==> config.mk <==
export PLATFORM = sky130hd
export DESIGN_NAME = secfg_loader
export DESIGN_NICKNAME = d
export VERILOG_FILES = /design/src/shared/secfg_pkg.sv /design/src/secfg_loader.sv
export SDC_FILE = /design/constraint.sdc
export NUM_CORES = 1
export LEC_CHECK = 0
export BUFFER_PORTS_ARGS = -buffer_cell sky130_fd_sc_hd__clkbuf_2
export CAP_MARGIN = 30
export CORE_UTILIZATION = 45
export CTS_BUF_LIST = sky130_fd_sc_hd__clkbuf_16
export DETAILED_ROUTE_END_ITERATION = 7
export PLACE_DENSITY = 0.77
export SYNTH_ARGS = -nofsm -noshare
export SYNTH_HDL_FRONTEND = slang
export SYNTH_SLANG_ARGS = --single-unit
==> constraint.sdc <==
create_clock -name i_clk -period 2.85 [get_ports i_clk]
set_input_delay 0.57 -clock i_clk [delete_from_list [all_inputs] [get_ports i_clk]]
set_output_delay 0.57 -clock i_clk [all_outputs]
set_load 0.03 [all_outputs]
==> src/shared/secfg_pkg.sv <==
// Constants, register map and state codes of the EEPROM config autoloader
// What this block does
// - Org strap picks word or byte EEPROM access
// - Load runs by itself at reset, no host
// - First EEPROM location is checked as signature
// - Load starts after reset if signature and RTS ok
// - Word 0Ah bit0 loads offset 80h bit21
// - Word 0Ah bits3:1 load aux current 80h[24:22]
// - Word 0Ah bits4,5 load D1/D2 support flags
// - Word 0Ah bits10:6 load event support 80h[31:27]
// - Word 0Ah bit11 loads no-soft-reset 84h bit3
// - Word 10h loads ASPM and exit latencies ECh
// - Words 12h/14h load transceiver modes at B4h
// - Word 16h loads B8h bits 21:16
// - Word 1Ah bit0 loads error report enable C4h[15]
// - Word 1Ah bits15:8 load capability pointer 34h
// - Word 1Ch bits7:0 load revision ID 08h
// - Seven-bit word address in 16-bit organization, eight-bit byte address in 8-bit
// - Serial pins read a 2K-bit serial EEPROM
package secfg_pkg;
  localparam int CLK_PERIOD_NS  = 50;
  localparam int SCK_HALF_NS    = 500;
  localparam int SCK_HALF_CYC   = (SCK_HALF_NS + CLK_PERIOD_NS - 1)
                                  / CLK_PERIOD_NS;
  localparam int STRAP_WAIT_CYC = 4;
  localparam logic [2:0] EE_READ_CMD = 3'h6;
  localparam int NUM_STEPS      = 8;
  // EEPROM byte addresses, signature first
  localparam logic [7:0] EE_ADDR [NUM_STEPS] = '{8'h00, 8'h0A, 8'h10,
    8'h12, 8'h14, 8'h16, 8'h1A, 8'h1C};
  // Field reset values
  localparam logic [10:0] PM80_RST = 11'h23E;
  localparam logic        NSR84_RST = 1'h1;
  localparam logic [7:0]  ASPM_RST = 8'h0F;
  localparam logic [31:0] XCVR_RST = 32'h00000000;
  localparam logic [5:0]  PMC_RST  = 6'h01;
  localparam logic        RBER_RST = 1'h1;
  localparam logic [7:0]  CAP_RST  = 8'h80;
  localparam logic [7:0]  REV_RST  = 8'h00;
  // APB register byte offsets
  localparam logic [7:0] REG_CTRL   = 8'h00;
  localparam logic [7:0] REG_STATUS = 8'h04;
  localparam logic [7:0] REG_CFG08  = 8'h08;
  localparam logic [7:0] REG_CFG34  = 8'h0C;
  localparam logic [7:0] REG_CFG80  = 8'h10;
  localparam logic [7:0] REG_CFG84  = 8'h14;
  localparam logic [7:0] REG_CFGB4  = 8'h18;
  localparam logic [7:0] REG_CFGB8  = 8'h1C;
  localparam logic [7:0] REG_CFGC4  = 8'h20;
  localparam logic [7:0] REG_CFGEC  = 8'h24;
  localparam logic [7:0] CTRL_RST   = 8'(SCK_HALF_CYC);
  typedef enum logic [2:0] {
    S_WAIT  = 3'b000,
    S_GAP   = 3'b001,
    S_XFER  = 3'b010,
    S_STORE = 3'b011,
    S_DONE  = 3'b100
  } secfg_state_t;
endpackage : secfg_pkg

==> src/secfg_loader.sv <==
// Serial EEPROM configuration autoloader with APB status access
`timescale 1ns/1ns
module secfg_loader
  import secfg_pkg::*;
#(
  parameter logic [15:0] SIGNATURE = 16'h5AA5 // Arbitrary value
) (
  input  wire logic        i_clk,
  input  wire logic        i_reset,
  input  wire logic        i_eeprom_org_select_n,
  input  wire logic        i_uart0_rts_n,
  input  wire logic        i_eeprom_serial_out,
  output logic             o_eeprom_serial_in,
  output logic             o_eeprom_chip_select,
  output logic             o_eeprom_serial_clock_out,
  output logic             o_eeprom_org_word,
  output logic             o_cfg_ready,
  output logic [31:0]      o_cfg_08,
  output logic [31:0]      o_cfg_34,
  output logic [31:0]      o_cfg_80,
  output logic [31:0]      o_cfg_84,
  output logic [31:0]      o_cfg_b4,
  output logic [31:0]      o_cfg_b8,
  output logic [31:0]      o_cfg_c4,
  output logic [31:0]      o_cfg_ec,
  input  wire logic        i_psel,
  input  wire logic        i_penable,
  input  wire logic        i_pwrite,
  input  wire logic [31:0] i_paddr,
  input  wire logic [31:0] i_pwdata,
  output logic             o_pready,
  output logic [31:0]      o_prdata,
  output logic             o_pslverr
);
  secfg_state_t st_q;
  logic [2:0]  org_s_q, rts_s_q, do_s_q;
  logic [2:0]  wait_q;
  logic        word_q, rts_blk_q, sig_ok_q;
  logic [7:0]  div_q, ctrl_q;
  logic        tick;
  logic [2:0]  step_q;
  logic        half_q;
  logic [4:0]  bit_q;
  logic [10:0] cmd_q;
  logic [15:0] sh_q;
  logic [7:0]  lo_q;
  logic        sck_q, cs_q, di_q;
  logic [4:0]  cmd_len, total_len;
  logic [7:0]  byte_addr;
  logic [15:0] wd;
  logic        word_ready;
  logic [10:0] pm80_q;
  logic        nsr84_q, rber_q;
  logic [7:0]  aspm_q, cap_q, rev_q;
  logic [31:0] xcvr_q;
  logic [5:0]  pmc_q;
  logic        apb_setup, apb_wr, addr_ok;

  // Pin synchronisers; stage 0 feeds only stage 1
  always_ff @(posedge i_clk) begin
    if (i_reset) begin
      org_s_q <= 3'h7;
      rts_s_q <= 3'h7;
      do_s_q  <= 3'h0;
    end else begin
      org_s_q <= {org_s_q[1:0], i_eeprom_org_select_n};
      rts_s_q <= {rts_s_q[1:0], i_uart0_rts_n};
      do_s_q  <= {do_s_q[1:0], i_eeprom_serial_out};
    end
  end

  // Serial clock half-period enable
  always_ff @(posedge i_clk) begin
    if (i_reset || st_q == S_WAIT || st_q == S_DONE) begin
      div_q <= 8'h00;
    end else if (tick) begin
      div_q <= 8'h00;
    end else begin
      div_q <= div_q + 8'h01;
    end
  end
  assign tick = (div_q + 8'h01 >= ctrl_q);

  assign cmd_len    = word_q ? 5'h0A : 5'h0B;
  assign total_len  = cmd_len + (word_q ? 5'h11 : 5'h09);
  assign byte_addr  = EE_ADDR[step_q] + {7'h00, half_q};
  assign word_ready = word_q || half_q;
  assign wd         = word_q ? sh_q : {sh_q[7:0], lo_q};

  // Sequencer: strap capture, reads, signature check
  always_ff @(posedge i_clk) begin
    if (i_reset) begin
      st_q      <= S_WAIT;
      wait_q    <= 3'h0;
      word_q    <= 1'b0;
      rts_blk_q <= 1'b0;
      sig_ok_q  <= 1'b0;
      step_q    <= 3'h0;
      half_q    <= 1'b0;
      bit_q     <= 5'h00;
      cmd_q     <= 11'h000;
      sh_q      <= 16'h0000;
      lo_q      <= 8'h00;
      sck_q     <= 1'b0;
      cs_q      <= 1'b0;
      di_q      <= 1'b0;
    end else begin
      unique case (st_q)
        S_WAIT: begin
          if (wait_q != 3'(STRAP_WAIT_CYC)) begin
            wait_q <= wait_q + 3'h1;
          end else if (org_s_q[2] == org_s_q[1] &&
                       rts_s_q[2] == rts_s_q[1]) begin
            word_q    <= ~org_s_q[2];
            rts_blk_q <= ~rts_s_q[2];
            st_q      <= rts_s_q[2] ? S_GAP : S_DONE;
          end
        end
        S_GAP: begin
          if (tick) begin
            cs_q  <= 1'b1;
            di_q  <= 1'b1;
            bit_q <= 5'h00;
            cmd_q <= word_q ? {EE_READ_CMD, byte_addr[7:1], 1'b0}
                            : {EE_READ_CMD, byte_addr};
            st_q  <= S_XFER;
          end
        end
        S_XFER: begin
          if (tick && !sck_q) begin
            sck_q <= 1'b1;
            if (bit_q >= cmd_len) begin
              sh_q <= {sh_q[14:0], do_s_q[2]};
            end
          end else if (tick) begin
            sck_q <= 1'b0;
            bit_q <= bit_q + 5'h01;
            cmd_q <= {cmd_q[9:0], 1'b0};
            di_q  <= cmd_q[9];
            if (bit_q + 5'h01 == total_len) begin
              cs_q <= 1'b0;
              di_q <= 1'b0;
              st_q <= S_STORE;
            end
          end
        end
        S_STORE: begin
          if (!word_ready) begin
            lo_q   <= sh_q[7:0];
            half_q <= 1'b1;
            st_q   <= S_GAP;
          end else begin
            half_q <= 1'b0;
            if (step_q == 3'h0 && wd != SIGNATURE) begin
              st_q <= S_DONE;
            end else if (step_q == 3'(NUM_STEPS - 1)) begin
              st_q <= S_DONE;
            end else begin
              if (step_q == 3'h0) begin
                sig_ok_q <= 1'b1;
              end
              step_q <= step_q + 3'h1;
              st_q   <= S_GAP;
            end
          end
        end
        S_DONE: begin
          cs_q  <= 1'b0;
          sck_q <= 1'b0;
        end
      endcase
    end
  end

  // Configuration fields, loaded from EEPROM words
  always_ff @(posedge i_clk) begin
    if (i_reset) begin
      pm80_q  <= PM80_RST;
      nsr84_q <= NSR84_RST;
      aspm_q  <= ASPM_RST;
      xcvr_q  <= XCVR_RST;
      pmc_q   <= PMC_RST;
      rber_q  <= RBER_RST;
      cap_q   <= CAP_RST;
      rev_q   <= REV_RST;
    end else if (st_q == S_STORE && word_ready) begin
      unique case (step_q)
        3'h1: begin
          pm80_q  <= wd[10:0];
          nsr84_q <= wd[11];
        end
        3'h2: aspm_q <= wd[7:0];
        3'h3: xcvr_q[15:0] <= wd;
        3'h4: xcvr_q[31:16] <= wd;
        3'h5: pmc_q <= wd[5:0];
        3'h6: begin
          rber_q <= wd[0];
          cap_q  <= wd[15:8];
        end
        3'h7: rev_q <= wd[7:0];
        default: begin
        end
      endcase
    end
  end

  assign o_eeprom_serial_in        = di_q;
  assign o_eeprom_chip_select      = cs_q;
  assign o_eeprom_serial_clock_out = sck_q;
  assign o_eeprom_org_word         = word_q;
  assign o_cfg_ready = (st_q == S_DONE);
  assign o_cfg_08 = {24'h000000, rev_q};
  assign o_cfg_34 = {24'h000000, cap_q};
  assign o_cfg_80 = {pm80_q, 21'h000000};
  assign o_cfg_84 = {28'h0000000, nsr84_q, 3'h0};
  assign o_cfg_b4 = xcvr_q;
  assign o_cfg_b8 = {10'h000, pmc_q, 16'h0000};
  assign o_cfg_c4 = {16'h0000, rber_q, 15'h0000};
  assign o_cfg_ec = {14'h0000, aspm_q, 10'h000};

  // APB slave: zero wait, read data captured in setup phase
  assign apb_setup = i_psel && !i_penable;
  assign apb_wr    = i_psel && i_penable && i_pwrite;
  assign addr_ok   = (i_paddr[31:8] == 24'h000000) &&
                     (i_paddr[1:0] == 2'h0) && (i_paddr[7:0] <= REG_CFGEC);
  assign o_pready  = 1'b1;
  assign o_pslverr = i_psel && i_penable && !addr_ok;

  always_ff @(posedge i_clk) begin
    if (i_reset) begin
      ctrl_q <= CTRL_RST;
    end else if (apb_wr && i_paddr == {24'h000000, REG_CTRL} &&
                 i_pwdata[7:0] != 8'h00) begin
      ctrl_q <= i_pwdata[7:0];
    end
  end

  always_ff @(posedge i_clk) begin
    if (i_reset) begin
      o_prdata <= 32'h00000000;
    end else if (apb_setup) begin
      if (!addr_ok) begin
        o_prdata <= 32'h00000000;
      end else begin
        unique case (i_paddr[7:0])
          REG_CTRL:   o_prdata <= {24'h000000, ctrl_q};
          REG_STATUS: o_prdata <= {28'h0000000, word_q, rts_blk_q,
                                   sig_ok_q, o_cfg_ready};
          REG_CFG08:  o_prdata <= o_cfg_08;
          REG_CFG34:  o_prdata <= o_cfg_34;
          REG_CFG80:  o_prdata <= o_cfg_80;
          REG_CFG84:  o_prdata <= o_cfg_84;
          REG_CFGB4:  o_prdata <= o_cfg_b4;
          REG_CFGB8:  o_prdata <= o_cfg_b8;
          REG_CFGC4:  o_prdata <= o_cfg_c4;
          REG_CFGEC:  o_prdata <= o_cfg_ec;
          default:    o_prdata <= 32'h00000000;
        endcase
      end
    end
  end

  // Counts serial clock rising edges within one chip-select frame
  logic [4:0]  sk_rise_q;
  logic        sck_prev_q;

  always_ff @(posedge i_clk) begin
    if (i_reset) begin
      sck_prev_q <= 1'b0;
      sk_rise_q  <= 5'h00;
    end else begin
      sck_prev_q <= sck_q;
      if (!cs_q) begin
        sk_rise_q <= 5'h00;
      end else if (sck_q && !sck_prev_q) begin
        sk_rise_q <= sk_rise_q + 5'h01;
      end
    end
  end
endmodule : secfg_loader

== Yosys cells after proc, flatten, opt, wreduce, memory -nomap -nowiden ==
Memories as Yosys holds them, arrays and structs flattened.
Index checks and enable logic that the tools add are counted.

* Register bits: 187
* ROM bits: 64
* Input port bits: 72
* Output and inout bits: 295
* Word-level logic and storage cells: 166
* Memories kept: 1

* $add $sub $neg: 6
* Magnitude comparators: 4
* Equal/unequal tests: 32
* Mux-type cells: 40
* Bitwise operators: 7
* Reduce and logical (&&, ||, !) cells: 47

{| class="wikitable"
|+ Memory list
! name !! words !! bits a word !! rd ports !! clocked after memory_dff !! write ports !! RTL line !! text
|-
| (no name shown) || 8 || 8 || 1 || 0 || 0 || secfg_loader.sv:86 || <nowiki>assign byte_addr = EE_ADDR[step_q] + {7'h00, half_q};</nowiki>
|}

{| class="wikitable"
|+ Operators with widths
! cell !! number
|-
| $pmux W32 S10 || 1
|-
| $eq A8 B5 Y1 const B || 4
|-
| $logic_not A32 Y1 || 1
|-
| $mux W32 || 1
|-
| $mux W10 || 3
|-
| $mux W3 || 10
|-
| $logic_not A24 Y1 || 1
|-
| $mux W5 || 4
|-
| $pmux W10 S2 || 1
|-
| $reduce_and A2 Y1 || 10
|-
| $eq A8 B4 Y1 const B || 2
|-
| $eq A8 B6 Y1 const B || 2
|-
| $mux W16 || 1
|-
| $mux W8 || 2
|-
| $ne A16 B15 Y1 const B || 1
|-
| $eq A3 B3 Y1 const B || 5
|-
| $eq A3 B2 Y1 const B || 4
|-
| $logic_and A1 B1 Y1 || 12
|-
| $mux W1 || 12
|-
| $pmux W3 S4 || 1
|-
| $ne A2 B2 Y1 const B || 5
|-
| $pmux W5 S2 || 1
|-
| $reduce_and A5 Y1 || 2
|-
| $add A8 B1 Y8 || 1
|-
| 31 further kinds || 49
|}

== Longest topological paths before layout ==
Gate-level depths: netlist of the first run.

* Depth in word-level cells: 8
* Gate-level depth with buffers: 14
* Mapped depth without buffers: 11

== Least setup slack after synthesis of the first run ==
Ideal clock, no wire load.

* Path kind: reg2reg
* From: register word_q (netlist: o_eeprom_org_word)
* To: register sh_q[10]
* Setup time: 0.128 ns
* Arrival: 2.776 ns
* Data required time: 2.722 ns
* Path slack: -0.054 ns
* Cell stages (with the launch flop): 13
* Buffers on the path: 4
* Period minus slack after synthesis: 2.904 ns
* Cells stage by stage: dfxtp_1 -> buf_2 -> buf_1 -> inv_1 -> ha_1 -> nand2b_1 -> a21o_1 -> a21oi_1 -> nor4b_1 -> buf_2 -> buf_2 -> mux2i_1 -> nor2_1

* Word-level cells in the longest chain between the ends: 3

{| class="wikitable"
|+ Ends and longest elaborated chain
! what !! RTL line !! text
|-
| from (decl) || secfg_loader.sv:38 || <nowiki>logic word_q, rts_blk_q, sig_ok_q;</nowiki>
|-
| from (signal assigned) || secfg_loader.sv:114 || <nowiki>word_q <= ~org_s_q[2];</nowiki>
|-
| $mux W1 || secfg_loader.sv:84 || <nowiki>assign cmd_len = word_q ? 5'h0A : 5'h0B;</nowiki>
|-
| $ge A5 B4 Y1 || secfg_loader.sv:132 || <nowiki>if (bit_q >= cmd_len) begin</nowiki>
|-
| $reduce_and A3 Y1 (no source line) || n/a ||
|-
| to (signal assigned) || secfg_loader.sv:133 || <nowiki>sh_q <= {sh_q[14:0], do_s_q[2]};</nowiki>
|-
| to (decl) || secfg_loader.sv:45 || <nowiki>logic [15:0] sh_q;</nowiki>
|}

Every way passes these cells.
A chain may end at the register's enable or synchronous reset.

== Final worst setup path of the first run ==
* From: register div_q[1]
* To: register sh_q[1]

* Word-level cells in the longest chain between the ends: 4

{| class="wikitable"
|+ Ends and longest elaborated chain
! what !! RTL line !! text
|-
| from (decl) || secfg_loader.sv:39 || <nowiki>logic [7:0] div_q, ctrl_q;</nowiki>
|-
| from (signal assigned) || secfg_loader.sv:79 || <nowiki>div_q <= div_q + 8'h01;</nowiki>
|-
| $add A8 B1 Y8 || secfg_loader.sv:82 || <nowiki>assign tick = (div_q + 8'h01 >= ctrl_q);</nowiki>
|-
| $ge A8 B8 Y1 || secfg_loader.sv:82 ||
|-
| $logic_and A1 B1 Y1 || secfg_loader.sv:130 || <nowiki>if (tick && !sck_q) begin</nowiki>
|-
| $reduce_and A3 Y1 (no source line) || n/a ||
|}

Every way passes these cells.

==> flow_metrics.tcl, run 1 <==
set metrics [dict create \
    htree_levels 4 \
    cts_tree "yes" \
    tightest_slew_ns 0.891 \
    arrival_ns 2.96 \
    area_growth_pct 11.1 \
    detail-route-antenna-nets 0 \
    synth_seq_cells 187 \
    crit_chain "ha_1, nand3_1, xnor2_1, ha_1, o21a_1, a21oi_1, o31a_4, nor4b_4, buf_4, clkbuf_16, mux2i_1, nor2_1" \
    grt_pass1_wl_um 37200 \
    critPathLaunchType "register" \
    cts-root-buf "clkbuf_16" \
    diodes 0 \
    grt_pass1_vias 6748 \
    leakagePower_nw 4.70 \
    cts_inserted_buffers 17 \
    drive_above_1_share_pct 21.1 \
    dpl.cell_count 1483 \
    slew_viol_final 0 \
    crit_family "compound AO/OA/AOI/OAI gates" \
    met3_wirelength_um 1540 \
    synth_cell_types 64 \
    synth_compound_area_share_pct 14.4 \
    dr.pass1.iters 5 \
    die_x_um 148 \
    synth_top_area_share_pct 39.2 \
    met1_length_um 10300 \
    clk_latency_ns 0.44 \
    slew_headroom_pct 40.6 \
    top_layer "met4" \
    syn-instance-count 1087 \
    fin_nets 1327 \
    port_buffers 160 \
    rsz0062_at_grt "false" \
    synthTopCellsByArea "dfxtp_1 (39%), buf_4 (14%), nor2_1 (7.0%), mux2i_1 (5.4%), a211oi_1 (4.1%)" \
    crit_type "register to register" \
    max_freq_mhz 376 \
    crit_buf_inv 2 \
    period_share_pct 93.4 \
    wl_per_cell_um 16.6 \
    initial_core_util_pct 46.6 \
    ios 367 \
    fin_crit_ns 2.66 \
    power_density_nw_per_um2 522 \
    yosysWarnings 0 \
    viasPerCell 5.09 \
    yosysTopAreaCell "dfxtp_1" \
    routed_wirelength_um 25100 \
    cp_slowest_cell "o31a_4" \
    final_cells 1517 \
    synth_xor_area_share_pct 1.28 \
    grt_usage_pct 22.4 \
    hp-class "input port to register" \
    die-area_um2 21800 \
    hold_violations 0 \
    vias 7718 \
    grt-ovfl-total 0 \
    coreArea_um2 20500 \
    drt_iter0_drc 619 \
    synth_seq_area_share_pct 39.2 \
    post-dp-hpwl_um 18800 \
    final_common_cell "dfxtp_1" \
    synth_edf_count 0 \
    avgSynthCellArea_um2 8.79 \
    synth_top_family_by_area "buffers and inverters" \
    skew_ns 0.00934 \
    final.setup.tns_ns 0 \
    cp_common_cell "ha_1" \
    path_clk_slew_ns 0.06 \
    synth_flop_cell "dfxtp_1" \
    grt_max_degree 66 \
    async_reset_ff_share_pct 0 \
    die_h_um 148 \
    cp-end-kind "register" \
    synthAdderAreaFrac_pct 2.62 \
    crit_path_max_incr_delay_ns 0.41 \
    drcViolationCount 0 \
    ctsHoldBuffers 0 \
    cp_max_fo 8 \
    clk_path_buf_depth 2 \
    synth-simple-area-share_pct 16.0 \
    antenna_found_initial 0 \
    wl_met2_um 12700 \
    fp-row-count 52 \
    gp_congestion 0.835 \
    cp.required_ns 3.15 \
    maxCapViolCount 0 \
    layout_common_cells "dfxtp_1 (187), conb_1 (182), nor2_1 (178), clkbuf_2 (159)" \
    syn_area_um2 9550 \
    peakVddDrop_v 0.000425 \
    synthMuxAreaShare_pct 8.51 \
    status "complete, no violations" \
    cts_sinks 187 \
    finalSetupViolCount 0 \
]
[flip-flops by register name, indices dropped and copies added (netlist names), 3 cells and up]
register  flops
o_cfg_b4     32
o_prdata     32
sh_q         16
pm80_q       11
cmd_q        10
aspm_q        8
cap_q         8
ctrl_q        8
div_q         8
lo_q          8
rev_q         8
pmc_q         6
bit_q         5
do_s_q        3
org_s_q       3
rts_s_q       3
st_q          3
step_q        3
wait_q        3
[metrics by stage]
stage          cell area (um2)  hold slack [ns]  power [mW]  setup WS, ns  utilization (%)
2_1_floorplan            10200            0.389        3.48        0.0670                -
3_3_place_gp             10000            0.406        3.39         0.110             48.9
3_5_place_dp             10000            0.397        3.40        0.0217             48.9
4_1_cts                  10600            0.311        5.57        0.0662             51.5
5_1_grt                  10600            0.310        5.75       0.00323             51.8
6_report                 10600            0.321        5.54         0.189             51.8
[metal layers]
| metal | up-vias | global-route usage (%) |
|---|---|---|
| met4 | 0 | 7.99 |
| met1 | 3663 | 27.3 |
| met2 | 315 | 39.0 |
| met3 | 28 | 4.69 |
| met5 | - | 0 |
| li1 | 3712 | - |
[power breakdown]
| part | internal [mW] | switching, mW |
|---|---|---|
| clock network | 1.18 | 1.01 |
| logic | 0.140 | 0.526 |
| registers | 2.65 | 0.0392 |
| total | 3.97 | 1.57 |
[layout make-up]
class | count | area, um2
Multi-Input combinational cell | 812 | 4810
Sequential cell | 187 | 3740
Inverter | 18 | 67.6
Clock inverter | 14 | 106
Clock buffer | 17 | 425
Timing Repair Buffer | 199 | 1130
Fill cell | 1911 | 9880
Tap cell | 270 | 338
[path summary, 6_finish.rpt]
check | end | from | depth (start not counted) | slack (ns)
min reg2reg | org_s_q[1]$_SDFF_PP1_ | org_s_q[0]$_SDFF_PP1_ | 1 | 0.41
max | sh_q[1]$_SDFFE_PP0P_ | div_q[1]$_SDFF_PP0_ | 12 | 0.19
min | rts_s_q[0]$_SDFF_PP1_ | i_uart0_rts_n | 2 | 0.32
max reg2reg | sh_q[1]$_SDFFE_PP0P_ | div_q[1]$_SDFF_PP0_ | 12 | 0.19
[worst reg2reg max path: stages, from the launching register on]
cell       delay, ns
dfxtp_1         0.35
ha_1            0.19
nand3_1         0.13
xnor2_1         0.17
ha_1            0.28
o21a_1          0.11
a21oi_1         0.07
o31a_4          0.41
nor4b_4         0.21
buf_4           0.19
clkbuf_16       0.17
mux2i_1         0.18
nor2_1          0.06
[cells in the mapped netlist, types with 3 or more instances]
cell type  number
buf_2           9
nand3_1        16
a221oi_1        3
a22o_1         10
buf_4         184
mux2_2         18
dfxtp_1       187
or2_2           7
clkbuf_1       55
or4_1           4
nand2_1        43
xnor2_1         6
xor2_1          8
o21a_1          3
nand3b_1        3
nand4_1         6
mux4_2          4
nor2b_1         6
o211ai_1       15
o31a_1          3
o2bb2ai_1       5
and3_1         17
nor4_1         11
a211oi_1       52
inv_1          17
a21oi_1        35
o21ai_0        12
nor2_1        178
mux2i_1        52
nor3_1         11
nand2b_1        8
and2_1          3
a22oi_1        35
ha_1           20
[logic make-up after synthesis]
logic type	count (synthesis)
and+or+nand+nor	329
buffers and inverters	268
AOI/OAI and AO/OA	193
DFF	187
muxes	74
adders and majority gates	20
xor gates and xnor gates	14
other	2
[timing repair]
| action | 4_1_cts | 5_1_grt |
|---|---|---|
| pin swaps | 0 | 3 |
| endpoints found under the setup margin | 1 | 36 |
| setup buffers | 0 | 2 |
| cloned | 0 | 1 |
| resized for setup | 1 | 2 |
Power figures use the tool's default switching activity.
==> run 2: changes to the inputs <==
CORE_MARGIN = 2   (was not set)
PLACE_DENSITY = 0.74   (was 0.77)
clock period = 2.95 ns   (was 2.85 ns; I/O delays follow)
==> flow_metrics.tcl, run 2 (synthesized netlist as in run 1, its figures left out) <==
set metrics [dict create \
    rsz0062_at_grt "false" \
    r2r_end "cmd_q[1]$_SDFFE_PP0P_" \
    post-dp-hpwl_um 18900 \
    die_h_um 150 \
    routed_wirelength_um 25400 \
    drive_above_1_share_pct 21.4 \
    period_share_pct 93.2 \
    holdPathStages 2 \
    timing.rr.start "div_q[0]$_SDFF_PP0_" \
    hold_ws_ns 0.338 \
    cp-end-kind "register" \
    cp.required_ns 3.25 \
    postCtsSetupBuffers 0 \
    dr.pass1.iters 6 \
    crit_type "register to register" \
    leakagePower_nw 4.69 \
    cts_inserted_buffers 17 \
    htree_levels 4 \
    hp-class "input port to register" \
    drt_iter0_drc 561 \
    crit_buf_inv 1 \
    slew_headroom_pct 41.4 \
    initial_core_util_pct 45.6 \
    hold_violations 0 \
    final_common_cell "dfxtp_1" \
    fin_crit_ns 2.75 \
    gp_congestion 0.842 \
    final_util_pct 51.0 \
    grt_pass1_vias 6834 \
    viasPerCell 5.11 \
    final.setup.tns_ns 0 \
    drcViolationCount 0 \
    slew_viol_final 0 \
    fill_cells 1960 \
    layout_common_cells "dfxtp_1 (186), conb_1 (182), nor2_1 (177), clkbuf_2 (159), mux2i_1 (52)" \
    cp_slowest_cell "dfxtp_4" \
    path_clk_slew_ns 0.07 \
    ios 367 \
    arrival_ns 3.05 \
    max_freq_mhz 364 \
    cp_max_fo 6 \
    grt_pass1_wl_um 37500 \
    grt_usage_pct 21.8 \
    fp-row-count 53 \
    grt-ovfl-total 0 \
    peakVddDrop_v 0.000427 \
    die_x_um 150 \
    crit_family "compound AO/OA/AOI/OAI gates" \
    cts_sinks 187 \
    maxCapViolCount 0 \
    die-area_um2 22400 \
    clk_path_buf_depth 2 \
    area_growth_pct 11.9 \
    cts_tree "yes" \
    status "complete, no violations" \
    grt_max_degree 65 \
    skew_ns 0.00999 \
    tightest_slew_ns 0.854 \
    detail-route-antenna-nets 0 \
    crit_path_max_incr_delay_ns 0.37 \
    clk_latency_ns 0.44 \
    coreArea_um2 21000 \
    port_buffers 160 \
    crit_chain "ha_2, nand3_2, nor2_2, xor2_1, ha_1, a21o_1, a21oi_1, o31a_1, a211o_1, buf_4, mux2i_1, nor2_1" \
    vias 7750 \
    finalSetupViolCount 0 \
    hp-start "i_uart0_rts_n" \
    diodes 0 \
    wl_per_cell_um 16.7 \
    power_density_nw_per_um2 538 \
    antenna_found_initial 0 \
    reg2reg_depth 12 \
    reg2reg_setup_slack_ns 0.20 \
    cts-root-buf "clkbuf_16" \
    min_to "rts_s_q[0]$_SDFF_PP1_" \
    critPathLaunchType "register" \
    fin_nets 1322 \
]
[run 2: worst max-delay path by stage]
stage                                        start               endpoint  slack [ns]  cells past startpoint
global route                   div_q[0]$_SDFF_PP0_  cmd_q[1]$_SDFFE_PP0P_       0.001                     12
global placement               div_q[0]$_SDFF_PP0_  sh_q[10]$_SDFFE_PP0P_        0.19                     11
detailed placement             div_q[0]$_SDFF_PP0_  bit_q[2]$_SDFFE_PP0P_         0.1                     13
finish                         div_q[0]$_SDFF_PP0_  cmd_q[1]$_SDFFE_PP0P_        0.20                     12
CTS                            div_q[0]$_SDFF_PP0_  cmd_q[1]$_SDFFE_PP0P_        0.09                     12
floorplan           o_eeprom_org_word$_SDFFE_PP0P_  sh_q[10]$_SDFFE_PP0P_        0.05                     12
[run 2: per-layer routing]
metal,part of all wire [%],routed length [um],vias to the layer above,global-route usage (%)
met1,40,10100,3718,26.5
met4,1.9,476,0,7.08
met5,0,0,-,0
met2,51,12900,303,38.4
met3,7.3,1860,26,4.63
li1,-,-,3703,-
[run 2: metrics by stage]
| step | std cells | instance area, um2 | power (mW) | setup WS [ns] |
|---|---|---|---|---|
| floorplan | 1267 | 10200 | 3.36 | 0.0462 |
| global placement | 1486 | 10000 | 3.27 | 0.187 |
| detailed placement | 1486 | 10000 | 3.28 | 0.0982 |
| CTS | 1518 | 10700 | 5.77 | 0.0878 |
| global route | 1518 | 10700 | 5.95 | 0.00141 |
| finish | 1518 | 10700 | 5.75 | 0.200 |
[run 2: area by class of cell]
class | instances | area, um2 | area share [%]
clock buffer | 17 | 425 | 3.98
multi-input combinational | 812 | 4800 | 45.0
timing repair buffer | 194 | 1070 | 10.1
clock inverter | 15 | 223 | 2.08
inverter | 18 | 67.6 | 0.632
sequential | 187 | 3750 | 35.1
tap | 275 | 344 | 3.22
[run 2: power by group]
| part | total (mW) | internal [mW] | switching [mW] |
|---|---|---|---|
| Clock | 2.52 | 1.45 | 1.06 |
| Sequential | 2.60 | 2.56 | 0.0396 |
| Combinational | 0.636 | 0.131 | 0.505 |
| Total | 5.75 | 4.14 | 1.61 |
[run 2: timing repair]
action | CTS | global route
gates resized for setup | 0 | 7
endpoints found under the setup margin | 0 | 33
hold buffers | 0 | 0
